`config.mk`:
```
export PLATFORM = sky130hd
export DESIGN_NAME = prot_ctrl
export DESIGN_NICKNAME = d
export VERILOG_FILES = /design/src/rtl/prot_pkg.sv /design/src/rtl/prot_ctrl.sv /design/src/rtl/prot_sequencer.sv
export VERILOG_INCLUDE_DIRS = /design/src /design/src/rtl
export SDC_FILE = /design/constraint.sdc
export NUM_CORES = 1
export LEC_CHECK = 0
export BUFFER_PORTS_ARGS = -buffer_cell sky130_fd_sc_hd__clkbuf_2
export CAP_MARGIN = 20
export CORE_AREA = 2 2 142 213
export CTS_CLUSTER_DIAMETER = 50
export DETAILED_ROUTE_END_ITERATION = 6
export DIE_AREA = 0 0 144 215
export PLACE_DENSITY = 0.8
export SLEW_MARGIN = 40
export SYNTH_ARGS = -nofsm -noshare
export SYNTH_HDL_FRONTEND = slang
export SYNTH_HIERARCHICAL = 1
export SYNTH_SLANG_ARGS = --single-unit
```
`constraint.sdc`:
```
create_clock -name CLK_I -period 13.41 [get_ports CLK_I]
set_clock_uncertainty 0.15 [all_clocks]
set_input_delay 1.341 -clock CLK_I [delete_from_list [all_inputs] [get_ports CLK_I]]
set_output_delay 1.341 -clock CLK_I [all_outputs]
set_load 0.05 [all_outputs]
```
`src/rtl/prot_map.svh`:
```
`ifndef PROT_MAP_SVH
`define PROT_MAP_SVH
// Summary of operation
// Cell start latches thresholds, mode, masks
// New settings need another start
// One OV and UV threshold for all
// Drop inactive and UV-masked channel results
// Cell protectors keep running in sleep
// Cell running status bit reads one
// OV and UV hits in two registers each
// Balance-done hit only stops that channel
// OT 5-bit, UT 3-bit thresholds shared
// Only ADC-and-protect pins are active
// OT fault when ratio below threshold
// UT fault when ratio above threshold
// No reference: all temperature faults set
// Temp mode: stop, round-robin, self-test, single
// Temp round-robin fixed step, inactive ignored
// Round-robin OT checks balance OT too
// Temp self-test blocks temperature detections
// Single mode stays on locked input
// Temp start latches settings and pin configs
// Temp protectors keep running in sleep
// Temp running bit, OT UT fault registers
// Balance OT hit only pauses that channel
// Cell mode decode, 4-bit channel lock
// OV above threshold, UV below threshold
// Highest active channel, lower ones active
// Cell round-robin checks UV and balance-done
// Start with stop mode halts and clears
// Faults stick until software clears
`define A_CELL_CTRL 12'h000
`define A_OV_THR 12'h004
`define A_UV_THR 12'h008
`define A_BAL_DONE_THR 12'h00c
`define A_ACTIVE_CH 12'h010
`define A_UV_MASK_LO 12'h014
`define A_UV_MASK_HI 12'h018
`define A_TEMP_CTRL 12'h01c
`define A_TEMP_THR 12'h020
`define A_BAL_OT_THR 12'h024
`define A_PIN_CONF 12'h028
`define A_STATUS 12'h02c
`define A_OV_FAULT_A 12'h030
`define A_OV_FAULT_B 12'h034
`define A_UV_FAULT_A 12'h038
`define A_UV_FAULT_B 12'h03c
`define A_OT_FAULT 12'h040
`define A_UT_FAULT 12'h044
`define A_BAL_STOP 12'h048
`define A_BAL_PAUSE 12'h04c
`define F_START 0
`define F_MODE_LO 1
`define F_LOCK_LO 3
`define PIN_ADC_PROTECT 3'h2
`define STEP_CYCLES 16'h0040
`endif

```
`src/rtl/prot_pkg.sv`:
```
package prot_pkg;
  typedef enum logic [1:0] {
    MODE_STOP,
    MODE_ROBIN,
    MODE_BIST,
    MODE_SINGLE
  } mode_t;
  typedef struct packed {
    logic [7:0] ov_thr;
    logic [7:0] uv_thr;
    logic [7:0] done_thr;
    logic [3:0] top_ch;
    logic [15:0] uv_mask;
    mode_t mode;
    logic [3:0] lock;
  } cell_cfg_t;
  typedef struct packed {
    logic [4:0] ot_thr;
    logic [2:0] ut_thr;
    logic [7:0] bal_ot_thr;
    logic [23:0] pin_conf;
    mode_t mode;
    logic [2:0] lock;
  } temp_cfg_t;
  typedef struct packed {
    logic [7:0] vcell;
    logic [4:0] ratio;
    logic ref_ok;
  } sample_t;
endpackage

```
`src/rtl/prot_ctrl.sv`:
```
`timescale 1ns/10ps
`include "prot_map.svh"
module prot_ctrl import prot_pkg::*; #(
  parameter logic [15:0] STEP = `STEP_CYCLES
) (
  input wire logic CLK_I,
  input wire logic RST_N_I,
  input wire logic PSEL_I,
  input wire logic PENABLE_I,
  input wire logic PWRITE_I,
  input wire logic [11:0] PADDR_I,
  input wire logic [31:0] PWDATA_I,
  output logic [31:0] PRDATA_O,
  output logic PREADY_O,
  output logic PSLVERR_O,
  input wire logic [7:0] VCELL_I,
  input wire logic [4:0] RATIO_I,
  input wire logic REF_OK_I,
  output logic [3:0] CELL_CH_O,
  output logic [2:0] TEMP_CH_O,
  output logic CELL_BIST_O,
  output logic TEMP_BIST_O,
  output logic [15:0] BAL_STOP_O,
  output logic [15:0] BAL_PAUSE_O
);
  typedef struct packed {
    logic [31:0] rdata;
    logic slverr;
    cell_cfg_t cell_sw;
    temp_cfg_t temp_sw;
    cell_cfg_t cell_cfg;
    temp_cfg_t temp_cfg;
    logic cell_go;
    logic temp_go;
    logic [15:0] ov_flt;
    logic [15:0] uv_flt;
    logic [7:0] ot_flt;
    logic [7:0] ut_flt;
    logic [15:0] bal_stop;
    logic [15:0] bal_pause;
  } st_t;
  st_t q, d;
  logic [1:0] rst_sync_q;
  logic rst_n;
  logic cell_run, cell_valid, cell_bist;
  logic temp_run, temp_valid, temp_bist;
  logic [3:0] cell_ch;
  logic [2:0] temp_ch;
  logic wr, rd;
  logic [2:0] pin_sel;
  logic [15:0] cell_active;
  logic [15:0] ov_set, uv_set, done_set, ov_clr, uv_clr;
  logic [7:0] ot_set, ut_set, bot_set, ot_clr, ut_clr;
  logic [15:0] stop_clr, pause_clr;
  sample_t smp;

  always_ff @(posedge CLK_I or negedge RST_N_I) begin
    if (!RST_N_I) begin
      rst_sync_q <= 2'b00;
    end else begin
      rst_sync_q <= {rst_sync_q[0], 1'b1};
    end
  end
  assign rst_n = rst_sync_q[1];

  prot_sequencer #(.CH(16), .CW(4), .STEP(STEP)) u_cell_seq (
    .clk_i(CLK_I),
    .rst_ni(rst_n),
    .start_i(q.cell_go),
    .mode_i(q.cell_cfg.mode),
    .lock_i(q.cell_cfg.lock),
    .run_o(cell_run),
    .ch_o(cell_ch),
    .valid_o(cell_valid),
    .bist_o(cell_bist)
  );
  prot_sequencer #(.CH(8), .CW(3), .STEP(STEP)) u_temp_seq (
    .clk_i(CLK_I),
    .rst_ni(rst_n),
    .start_i(q.temp_go),
    .mode_i(q.temp_cfg.mode),
    .lock_i(q.temp_cfg.lock),
    .run_o(temp_run),
    .ch_o(temp_ch),
    .valid_o(temp_valid),
    .bist_o(temp_bist)
  );

  assign wr = PSEL_I && PENABLE_I && PWRITE_I;
  assign rd = PSEL_I && !PENABLE_I && !PWRITE_I;
  assign smp = '{vcell: VCELL_I, ratio: RATIO_I, ref_ok: REF_OK_I};
  assign pin_sel = q.temp_cfg.pin_conf[3*temp_ch +: 3];

  genvar g;
  generate
    for (g = 0; g < 16; g++) begin : g_cell
      assign cell_active[g] = (4'(g) <= q.cell_cfg.top_ch);
      assign ov_set[g] = cell_valid && cell_ch == 4'(g) && cell_active[g]
        && smp.vcell > q.cell_cfg.ov_thr;
      assign uv_set[g] = cell_valid && cell_ch == 4'(g) && cell_active[g] && !q.cell_cfg.uv_mask[g]
        && smp.vcell < q.cell_cfg.uv_thr;
      assign done_set[g] = cell_valid && cell_ch == 4'(g) && cell_active[g]
        && q.cell_cfg.mode == MODE_ROBIN && smp.vcell < q.cell_cfg.done_thr;
    end
    for (g = 0; g < 8; g++) begin : g_temp
      // Without the reference every input reports both faults
      assign ot_set[g] = temp_valid && temp_ch == 3'(g)
        && (!smp.ref_ok || pin_sel == `PIN_ADC_PROTECT && smp.ratio < q.temp_cfg.ot_thr);
      assign ut_set[g] = temp_valid && temp_ch == 3'(g)
        && (!smp.ref_ok || pin_sel == `PIN_ADC_PROTECT && smp.ratio > {2'h0, q.temp_cfg.ut_thr});
      assign bot_set[g] = temp_valid && temp_ch == 3'(g) && pin_sel == `PIN_ADC_PROTECT
        && q.temp_cfg.mode == MODE_ROBIN && smp.ref_ok
        && smp.ratio < q.temp_cfg.bal_ot_thr[4:0];
    end
  endgenerate

  assign ov_clr = (wr && PADDR_I == `A_OV_FAULT_A) ? {8'h00, PWDATA_I[7:0]} :
    (wr && PADDR_I == `A_OV_FAULT_B) ? {PWDATA_I[7:0], 8'h00} : 16'h0000;
  assign uv_clr = (wr && PADDR_I == `A_UV_FAULT_A) ? {8'h00, PWDATA_I[7:0]} :
    (wr && PADDR_I == `A_UV_FAULT_B) ? {PWDATA_I[7:0], 8'h00} : 16'h0000;
  assign ot_clr = (wr && PADDR_I == `A_OT_FAULT) ? PWDATA_I[7:0] : 8'h00;
  assign ut_clr = (wr && PADDR_I == `A_UT_FAULT) ? PWDATA_I[7:0] : 8'h00;
  assign stop_clr = (wr && PADDR_I == `A_BAL_STOP) ? PWDATA_I[15:0] : 16'h0000;
  assign pause_clr = (wr && PADDR_I == `A_BAL_PAUSE) ? PWDATA_I[15:0] : 16'h0000;

  always_comb begin
    d = q;
    d.cell_go = 1'b0;
    d.temp_go = 1'b0;
    // Write-one-to-clear, a new hit in the same cycle wins
    d.ov_flt = (q.ov_flt & ~ov_clr) | ov_set;
    d.uv_flt = (q.uv_flt & ~uv_clr) | uv_set;
    d.ot_flt = (q.ot_flt & ~ot_clr) | ot_set;
    d.ut_flt = (q.ut_flt & ~ut_clr) | ut_set;
    d.bal_stop = (q.bal_stop & ~stop_clr) | done_set;
    d.bal_pause = (q.bal_pause & ~pause_clr) | {8'h00, bot_set};
    d.slverr = 1'b0;
    if (wr) begin
      unique case (PADDR_I)
        `A_CELL_CTRL: begin
          d.cell_sw.mode = mode_t'(PWDATA_I[`F_MODE_LO +: 2]);
          d.cell_sw.lock = PWDATA_I[`F_LOCK_LO +: 4];
          if (PWDATA_I[`F_START]) begin
            d.cell_cfg = d.cell_sw;
            d.cell_go = 1'b1;
          end
        end
        `A_OV_THR: d.cell_sw.ov_thr = PWDATA_I[7:0];
        `A_UV_THR: d.cell_sw.uv_thr = PWDATA_I[7:0];
        `A_BAL_DONE_THR: d.cell_sw.done_thr = PWDATA_I[7:0];
        `A_ACTIVE_CH: d.cell_sw.top_ch = PWDATA_I[3:0];
        `A_UV_MASK_LO: d.cell_sw.uv_mask[7:0] = PWDATA_I[7:0];
        `A_UV_MASK_HI: d.cell_sw.uv_mask[15:8] = PWDATA_I[7:0];
        `A_TEMP_CTRL: begin
          d.temp_sw.mode = mode_t'(PWDATA_I[`F_MODE_LO +: 2]);
          d.temp_sw.lock = PWDATA_I[`F_LOCK_LO +: 3];
          if (PWDATA_I[`F_START]) begin
            d.temp_cfg = d.temp_sw;
            d.temp_go = 1'b1;
          end
        end
        `A_TEMP_THR: begin
          d.temp_sw.ot_thr = PWDATA_I[4:0];
          d.temp_sw.ut_thr = PWDATA_I[7:5];
        end
        `A_BAL_OT_THR: d.temp_sw.bal_ot_thr = PWDATA_I[7:0];
        `A_PIN_CONF: d.temp_sw.pin_conf = PWDATA_I[23:0];
        `A_STATUS, `A_OV_FAULT_A, `A_OV_FAULT_B, `A_UV_FAULT_A, `A_UV_FAULT_B,
        `A_OT_FAULT, `A_UT_FAULT, `A_BAL_STOP, `A_BAL_PAUSE: d.slverr = 1'b0;
        default: d.slverr = 1'b1;
      endcase
    end
    if (rd) begin
      d.rdata = 32'h00000000;
      unique case (PADDR_I)
        `A_CELL_CTRL: d.rdata = {25'h0, q.cell_sw.lock, q.cell_sw.mode, 1'b0};
        `A_OV_THR: d.rdata = {24'h0, q.cell_sw.ov_thr};
        `A_UV_THR: d.rdata = {24'h0, q.cell_sw.uv_thr};
        `A_BAL_DONE_THR: d.rdata = {24'h0, q.cell_sw.done_thr};
        `A_ACTIVE_CH: d.rdata = {28'h0, q.cell_sw.top_ch};
        `A_UV_MASK_LO: d.rdata = {24'h0, q.cell_sw.uv_mask[7:0]};
        `A_UV_MASK_HI: d.rdata = {24'h0, q.cell_sw.uv_mask[15:8]};
        `A_TEMP_CTRL: d.rdata = {26'h0, q.temp_sw.lock, q.temp_sw.mode, 1'b0};
        `A_TEMP_THR: d.rdata = {24'h0, q.temp_sw.ut_thr, q.temp_sw.ot_thr};
        `A_BAL_OT_THR: d.rdata = {24'h0, q.temp_sw.bal_ot_thr};
        `A_PIN_CONF: d.rdata = {8'h0, q.temp_sw.pin_conf};
        `A_STATUS: d.rdata = {28'h0, temp_bist, cell_bist, temp_run, cell_run};
        `A_OV_FAULT_A: d.rdata = {24'h0, q.ov_flt[7:0]};
        `A_OV_FAULT_B: d.rdata = {24'h0, q.ov_flt[15:8]};
        `A_UV_FAULT_A: d.rdata = {24'h0, q.uv_flt[7:0]};
        `A_UV_FAULT_B: d.rdata = {24'h0, q.uv_flt[15:8]};
        `A_OT_FAULT: d.rdata = {24'h0, q.ot_flt};
        `A_UT_FAULT: d.rdata = {24'h0, q.ut_flt};
        `A_BAL_STOP: d.rdata = {16'h0, q.bal_stop};
        `A_BAL_PAUSE: d.rdata = {16'h0, q.bal_pause};
        default: d.slverr = 1'b1;
      endcase
    end
  end

  always_ff @(posedge CLK_I or negedge rst_n) begin
    if (!rst_n) begin
      {q.rdata, q.slverr, q.cell_sw, q.temp_sw, q.cell_cfg, q.temp_cfg, q.cell_go, q.temp_go,
        q.ov_flt, q.uv_flt, q.ot_flt, q.ut_flt, q.bal_stop, q.bal_pause} <= '0;
    end else begin
      {q.rdata, q.slverr, q.cell_sw, q.temp_sw, q.cell_cfg, q.temp_cfg, q.cell_go, q.temp_go,
        q.ov_flt, q.uv_flt, q.ot_flt, q.ut_flt, q.bal_stop, q.bal_pause} <=
      {d.rdata, d.slverr, d.cell_sw, d.temp_sw, d.cell_cfg, d.temp_cfg, d.cell_go, d.temp_go,
        d.ov_flt, d.uv_flt, d.ot_flt, d.ut_flt, d.bal_stop, d.bal_pause};
    end
  end

  assign PRDATA_O = q.rdata;
  assign PREADY_O = PSEL_I && PENABLE_I;
  assign PSLVERR_O = PSEL_I && PENABLE_I && (q.slverr || d.slverr && wr);
  assign CELL_CH_O = cell_ch;
  assign TEMP_CH_O = temp_ch;
  assign CELL_BIST_O = cell_bist;
  assign TEMP_BIST_O = temp_bist;
  assign BAL_STOP_O = q.bal_stop;
  assign BAL_PAUSE_O = q.bal_pause;
endmodule

```
`src/rtl/prot_sequencer.sv`:
```
`timescale 1ns/10ps
`include "prot_map.svh"
module prot_sequencer import prot_pkg::*; #(
  parameter int CH = 16,
  parameter int CW = 4,
  parameter logic [15:0] STEP = `STEP_CYCLES
) (
  input wire logic clk_i,
  input wire logic rst_ni,
  input wire logic start_i,
  input wire mode_t mode_i,
  input wire logic [CW-1:0] lock_i,
  output logic run_o,
  output logic [CW-1:0] ch_o,
  output logic valid_o,
  output logic bist_o
);
  typedef struct packed {
    logic run;
    mode_t mode;
    logic [CW-1:0] ch;
    logic [15:0] cnt;
    logic valid;
  } seq_t;
  seq_t s_q, s_d;
  always_comb begin
    s_d = s_q;
    s_d.valid = 1'b0;
    if (start_i) begin
      s_d.mode = mode_i;
      s_d.run = (mode_i != MODE_STOP);
      s_d.cnt = 16'h0000;
      s_d.ch = (mode_i == MODE_SINGLE) ? lock_i : '0;
    end else if (s_q.run) begin
      // Fixed step per channel regardless of active count
      if (s_q.cnt == STEP - 16'h0001) begin
        s_d.cnt = 16'h0000;
        s_d.valid = (s_q.mode != MODE_BIST);
        if (s_q.mode != MODE_SINGLE) begin
          s_d.ch = (s_q.ch == CW'(CH - 1)) ? '0 : s_q.ch + 1'b1;
        end
      end else begin
        s_d.cnt = s_q.cnt + 16'h0001;
      end
    end
  end
  always_ff @(posedge clk_i or negedge rst_ni) begin
    if (!rst_ni) begin
      s_q <= '0;
    end else begin
      s_q <= s_d;
    end
  end
  assign run_o = s_q.run;
  assign ch_o = s_q.ch;
  assign valid_o = s_q.valid;
  assign bist_o = s_q.run && (s_q.mode == MODE_BIST);
endmodule

```
==> summary.md <==
The initial standard-cell utilization of the core is 0.600, and the maximum fanout encountered on the critical timing path is 13. The top metal layer carrying routed signals was met4. The Yosys step of the flow raised 6 warnings. The run gives 343 as the number of sinks handled by clock tree synthesis. The first detailed-routing pass ran for 7 iterations. The tools report the pin count of the biggest net entering global routing as 85. The synthesis-to-finish area growth was 9.08%; the all-layer global routing usage was 0.343. The most numerous cell type found on the critical path is clkbuf_2. The most common cell in the synthesized netlist is dfrtp_1. The number of H-tree levels is 2, and the clock power share is 0.463. In the final routed layout, each cell accounts on average for 25.4 microns.

The tools report the kind of launch point of the worst setup path as an input port. For this run, the top clock speed supported by timing is 219 MHz. After detailed routing, the met3 layer carries 3470 microns of wire.

In the synthesized netlist, the number of instances is 1581. The clock-pin slew reported for the worst setup and hold paths after clock tree synthesis is 0.06 ns, and the placed standard-cell area is 17900 sq um. The synthesized design spends more area on one cell type than any other, namely dfrtp_1. The routed layout has 13200 vias. The worst voltage drop across the vdd grid is 0.116 mV, and the number of placement rows is 77. The initial antenna violation count is 0. The critical path's slowest cell was and2_2. Setup slack at placement: 8.89 ns.

The worst path arrival time is 3.08 ns. The die is 144 microns wide. The post-layout instance count excluding filler cells is 2043. The most critical setup path has its startpoint at PADDR_I[9]. The cell area that synthesis handed to floorplanning was 17500 sq um. Post-synthesis async set-or-reset flop share: 1.00.

The number of max-capacitance violations reported is 0, and the final wirelength is 51900 microns. The finished cells cover 19100 sq um. Counting the buffers created by CTS gives 36.

The number of gates resized after cts was 0. The first-pass GRT wire length was 79700 microns; the number of buffers on the longest clock path was 3. The final period demand of the worst path was 4.57 ns. The run gives 0.490 as the fraction of the yosys area taken by sequential cells. The clock insertion delay at the later pin of the skew report was 0.55 ns; the mean post-synth cell area was 11.1 sq um.

TritonCTS built the clock tree. The run gives 0 as the final setup violation count. Including well taps, the total number of placed cells is 1979. Summed over all layers, the global routing overflow is 0. The type of the worst min-delay path was flop to asynchronous set/reset pin. The share of total power in combinational logic came out at 0.050. The run finished with clean final reports. The number of buffers added on ports came out at 121. Walking the worst path, the cells encountered are clkbuf_2 > nor4_4 > and2_2 > nand2_1 > a21oi_1 > nor2b_1 > clkbuf_2. By area the synthesized netlist is led by dfrtp_1 49%, mux2_2 7.6%, mux2_4 4.9%. Once routing completed, OpenROAD measured the worst setup slack at 8.84 ns. In the synthesized netlist the dominant register cell turns out to be dfrtp_1.

The tools report the launching point of the worst reg2reg path as u_temp_seq/ch_o[1]. The routed metal-1 wirelength is 19200 microns. After routing, the total negative slack on setup checks comes to 0 ns. The tools report the count of endpoints failing hold in the final timing report as 0. The total power divided by cell area was 112 nW/um^2. The final standard cell utilization of the core was 0.655; the share of the cycle needed by the critical path after routing was 0.341. The fraction of post-synthesis cell area in the top cell type by area works out to 0.490.

STA puts the critical path data required time at 11.92 ns. The congestion estimate from routability-driven global placement came to 0.942. The sequential fraction of design power was 0.487.

Setup repair after global routing left no endpoint under its margin. For the area of the placeable core, the log shows 29200 sq um. The detail route stage leaves a number of antenna-violating nets equal to 0.

In this run, the number of DRC markers left after iteration 0 of detailed routing was 1294. The worst setup path is of the input port to primary output kind. Measured along the y axis, the die boundary spans 215 microns. The met2 routed wirelength is 25800 microns, and the static leakage is 8.79 nW.

The run gives 13300 as the number of global-route vias before repair. The filler cells instantiated in the layout total 2246. The area of the die is 31000 sq um, and the total I/O pin count is 138.

The post-CTS setup buffer count is 0. The actual slew at the worst max-slew pin was 0.910 ns. Yosys mapped the design onto 84 distinct sky130hd cell types. CTS placed an instance of clkbuf_16 at the clock tree root. The net switching component of the power is 517 uW. The fraction of layout cells with a size suffix above 1 is 0.257, and the number of hold-repair buffers added at the cts stage is 0.

By count the netlist is led by 343 x dfrtp_1, 156 x nand2_1, 119 x mux2_2. Endpoint kind of the worst setup timing path: a primary output. The internal power of the cells totals 1.62 mW.

The worst stage delay on the critical path was 0.47 ns. The number of flops mapped to enable cells by yosys is 0, and the switching fraction of total power is 0.242. For this run, design rule violations remaining after detail routing come to 0. The headroom to the max-slew limit was 0.393; the mean number of vias per cell was 6.45. After synthesis the netlist holds a flip-flop and latch count of 343. The number of nets in the final layout was 1723. For the number of max-slew violations in the final report, the log shows 0. The HPWL after detailed placement is 36900 microns.
[final timing paths]
kind	end	slack, ns	depth (start not counted)
max in group asynchronous	q[166]	11.05	2
worst max register to register	q[42]	10.70	6
min in group CLK_I	rst_sync_q[1]	0.21	0
worst min-delay path	q[194]	0.18	0
worst min register to register	q[194]	0.18	0
worst max-delay path	PSLVERR_O	8.84	7
[layout by cell type, fill, tap and decap left out, types with 9 or more instances in the layout]
master       n
inv_1       69
nand4_1     15
mux2_2     119
nor2_1      52
a32o_1      20
a21boi_0    10
dfrtp_1    342
clkbuf_16   36
o21ai_0     94
nand3_1     39
mux2i_1     25
nor3_1      33
a31oi_1     21
nor4_1      15
nor2b_1     18
a21oi_1     39
a22oi_1     28
nand2_1    155
conb_1       9
ha_1        38
nand2b_1    16
mux2_4      57
clkbuf_2   120
buf_4       16
a22o_1      51
[cell type report]
| class | instances | area, sq um | share of cell area |
|---|---|---|---|
| flip-flops and latches | 343 | 8590 | 0.449 |
| multi-input cells | 1031 | 7830 | 0.410 |
| well taps | 395 | 494 | 0.0259 |
| repair buffers | 141 | 773 | 0.0405 |
| inverters | 69 | 259 | 0.0136 |
| clock inverters | 15 | 148 | 0.00773 |
| diodes | 1 | 2.50 | 0.000131 |
| clock buffers | 48 | 1020 | 0.0532 |
[cells by family after synthesis]
family	synth area share
AO/OA/AOI/OAI	0.137
XOR/XNOR	0.00300
adder cells (fa/ha/maj)	0.0271
buffers and inverters	0.0669
flip-flops	0.490
multiplexers	0.141
other	0.000429
AND/OR/NAND/NOR	0.135
[worst max-delay path: cells and delay by family]
family,cells,cell delay [ns]
AND/OR/NAND/NOR,4,1.17
AO/OA/AOI/OAI,1,0.23
buffers and inverters,2,0.33
[stage by stage]
step | hold slack (ns) | total power [mW]
after floorplan | 0.181 | 1.12
after global placement | 0.183 | 1.16
after detailed placement | 0.199 | 1.17
after CTS | 0.208 | 2.15
after global routing | 0.229 | 2.20
final | 0.183 | 2.14
[sequential cells by signal (all words and copies together), names as in the netlist, 2 cells and up]
name             flops
u_temp_seq/ch_o      3
u_cell_seq/s_q      18
u_temp_seq/s_q      18
BAL_PAUSE_O         16
u_cell_seq/ch_o      4
PRDATA_O            24
q                  238
rst_sync_q           2
BAL_STOP_O          16
[routing by layer]
| metal | vias up | GRT usage |
|---|---|---|
| met3 | 167 | 0.0557 |
| met2 | 625 | 0.567 |
| li1 | 5766 | - |
| met4 | 0 | 0.198 |
| met5 | - | 0 |
| met1 | 6615 | 0.422 |
[power groups by stage]
stage                     clock network [mW]  logic (mW)  registers, mW
final                                  0.991       0.107           1.04
after global placement                     0       0.103           1.06
after global routing                    1.04       0.115           1.04
after floorplan                            0      0.0496           1.07
after detailed placement                   0       0.105           1.06
after CTS                               1.00       0.106           1.04
(Power assumes the default switching activity.)
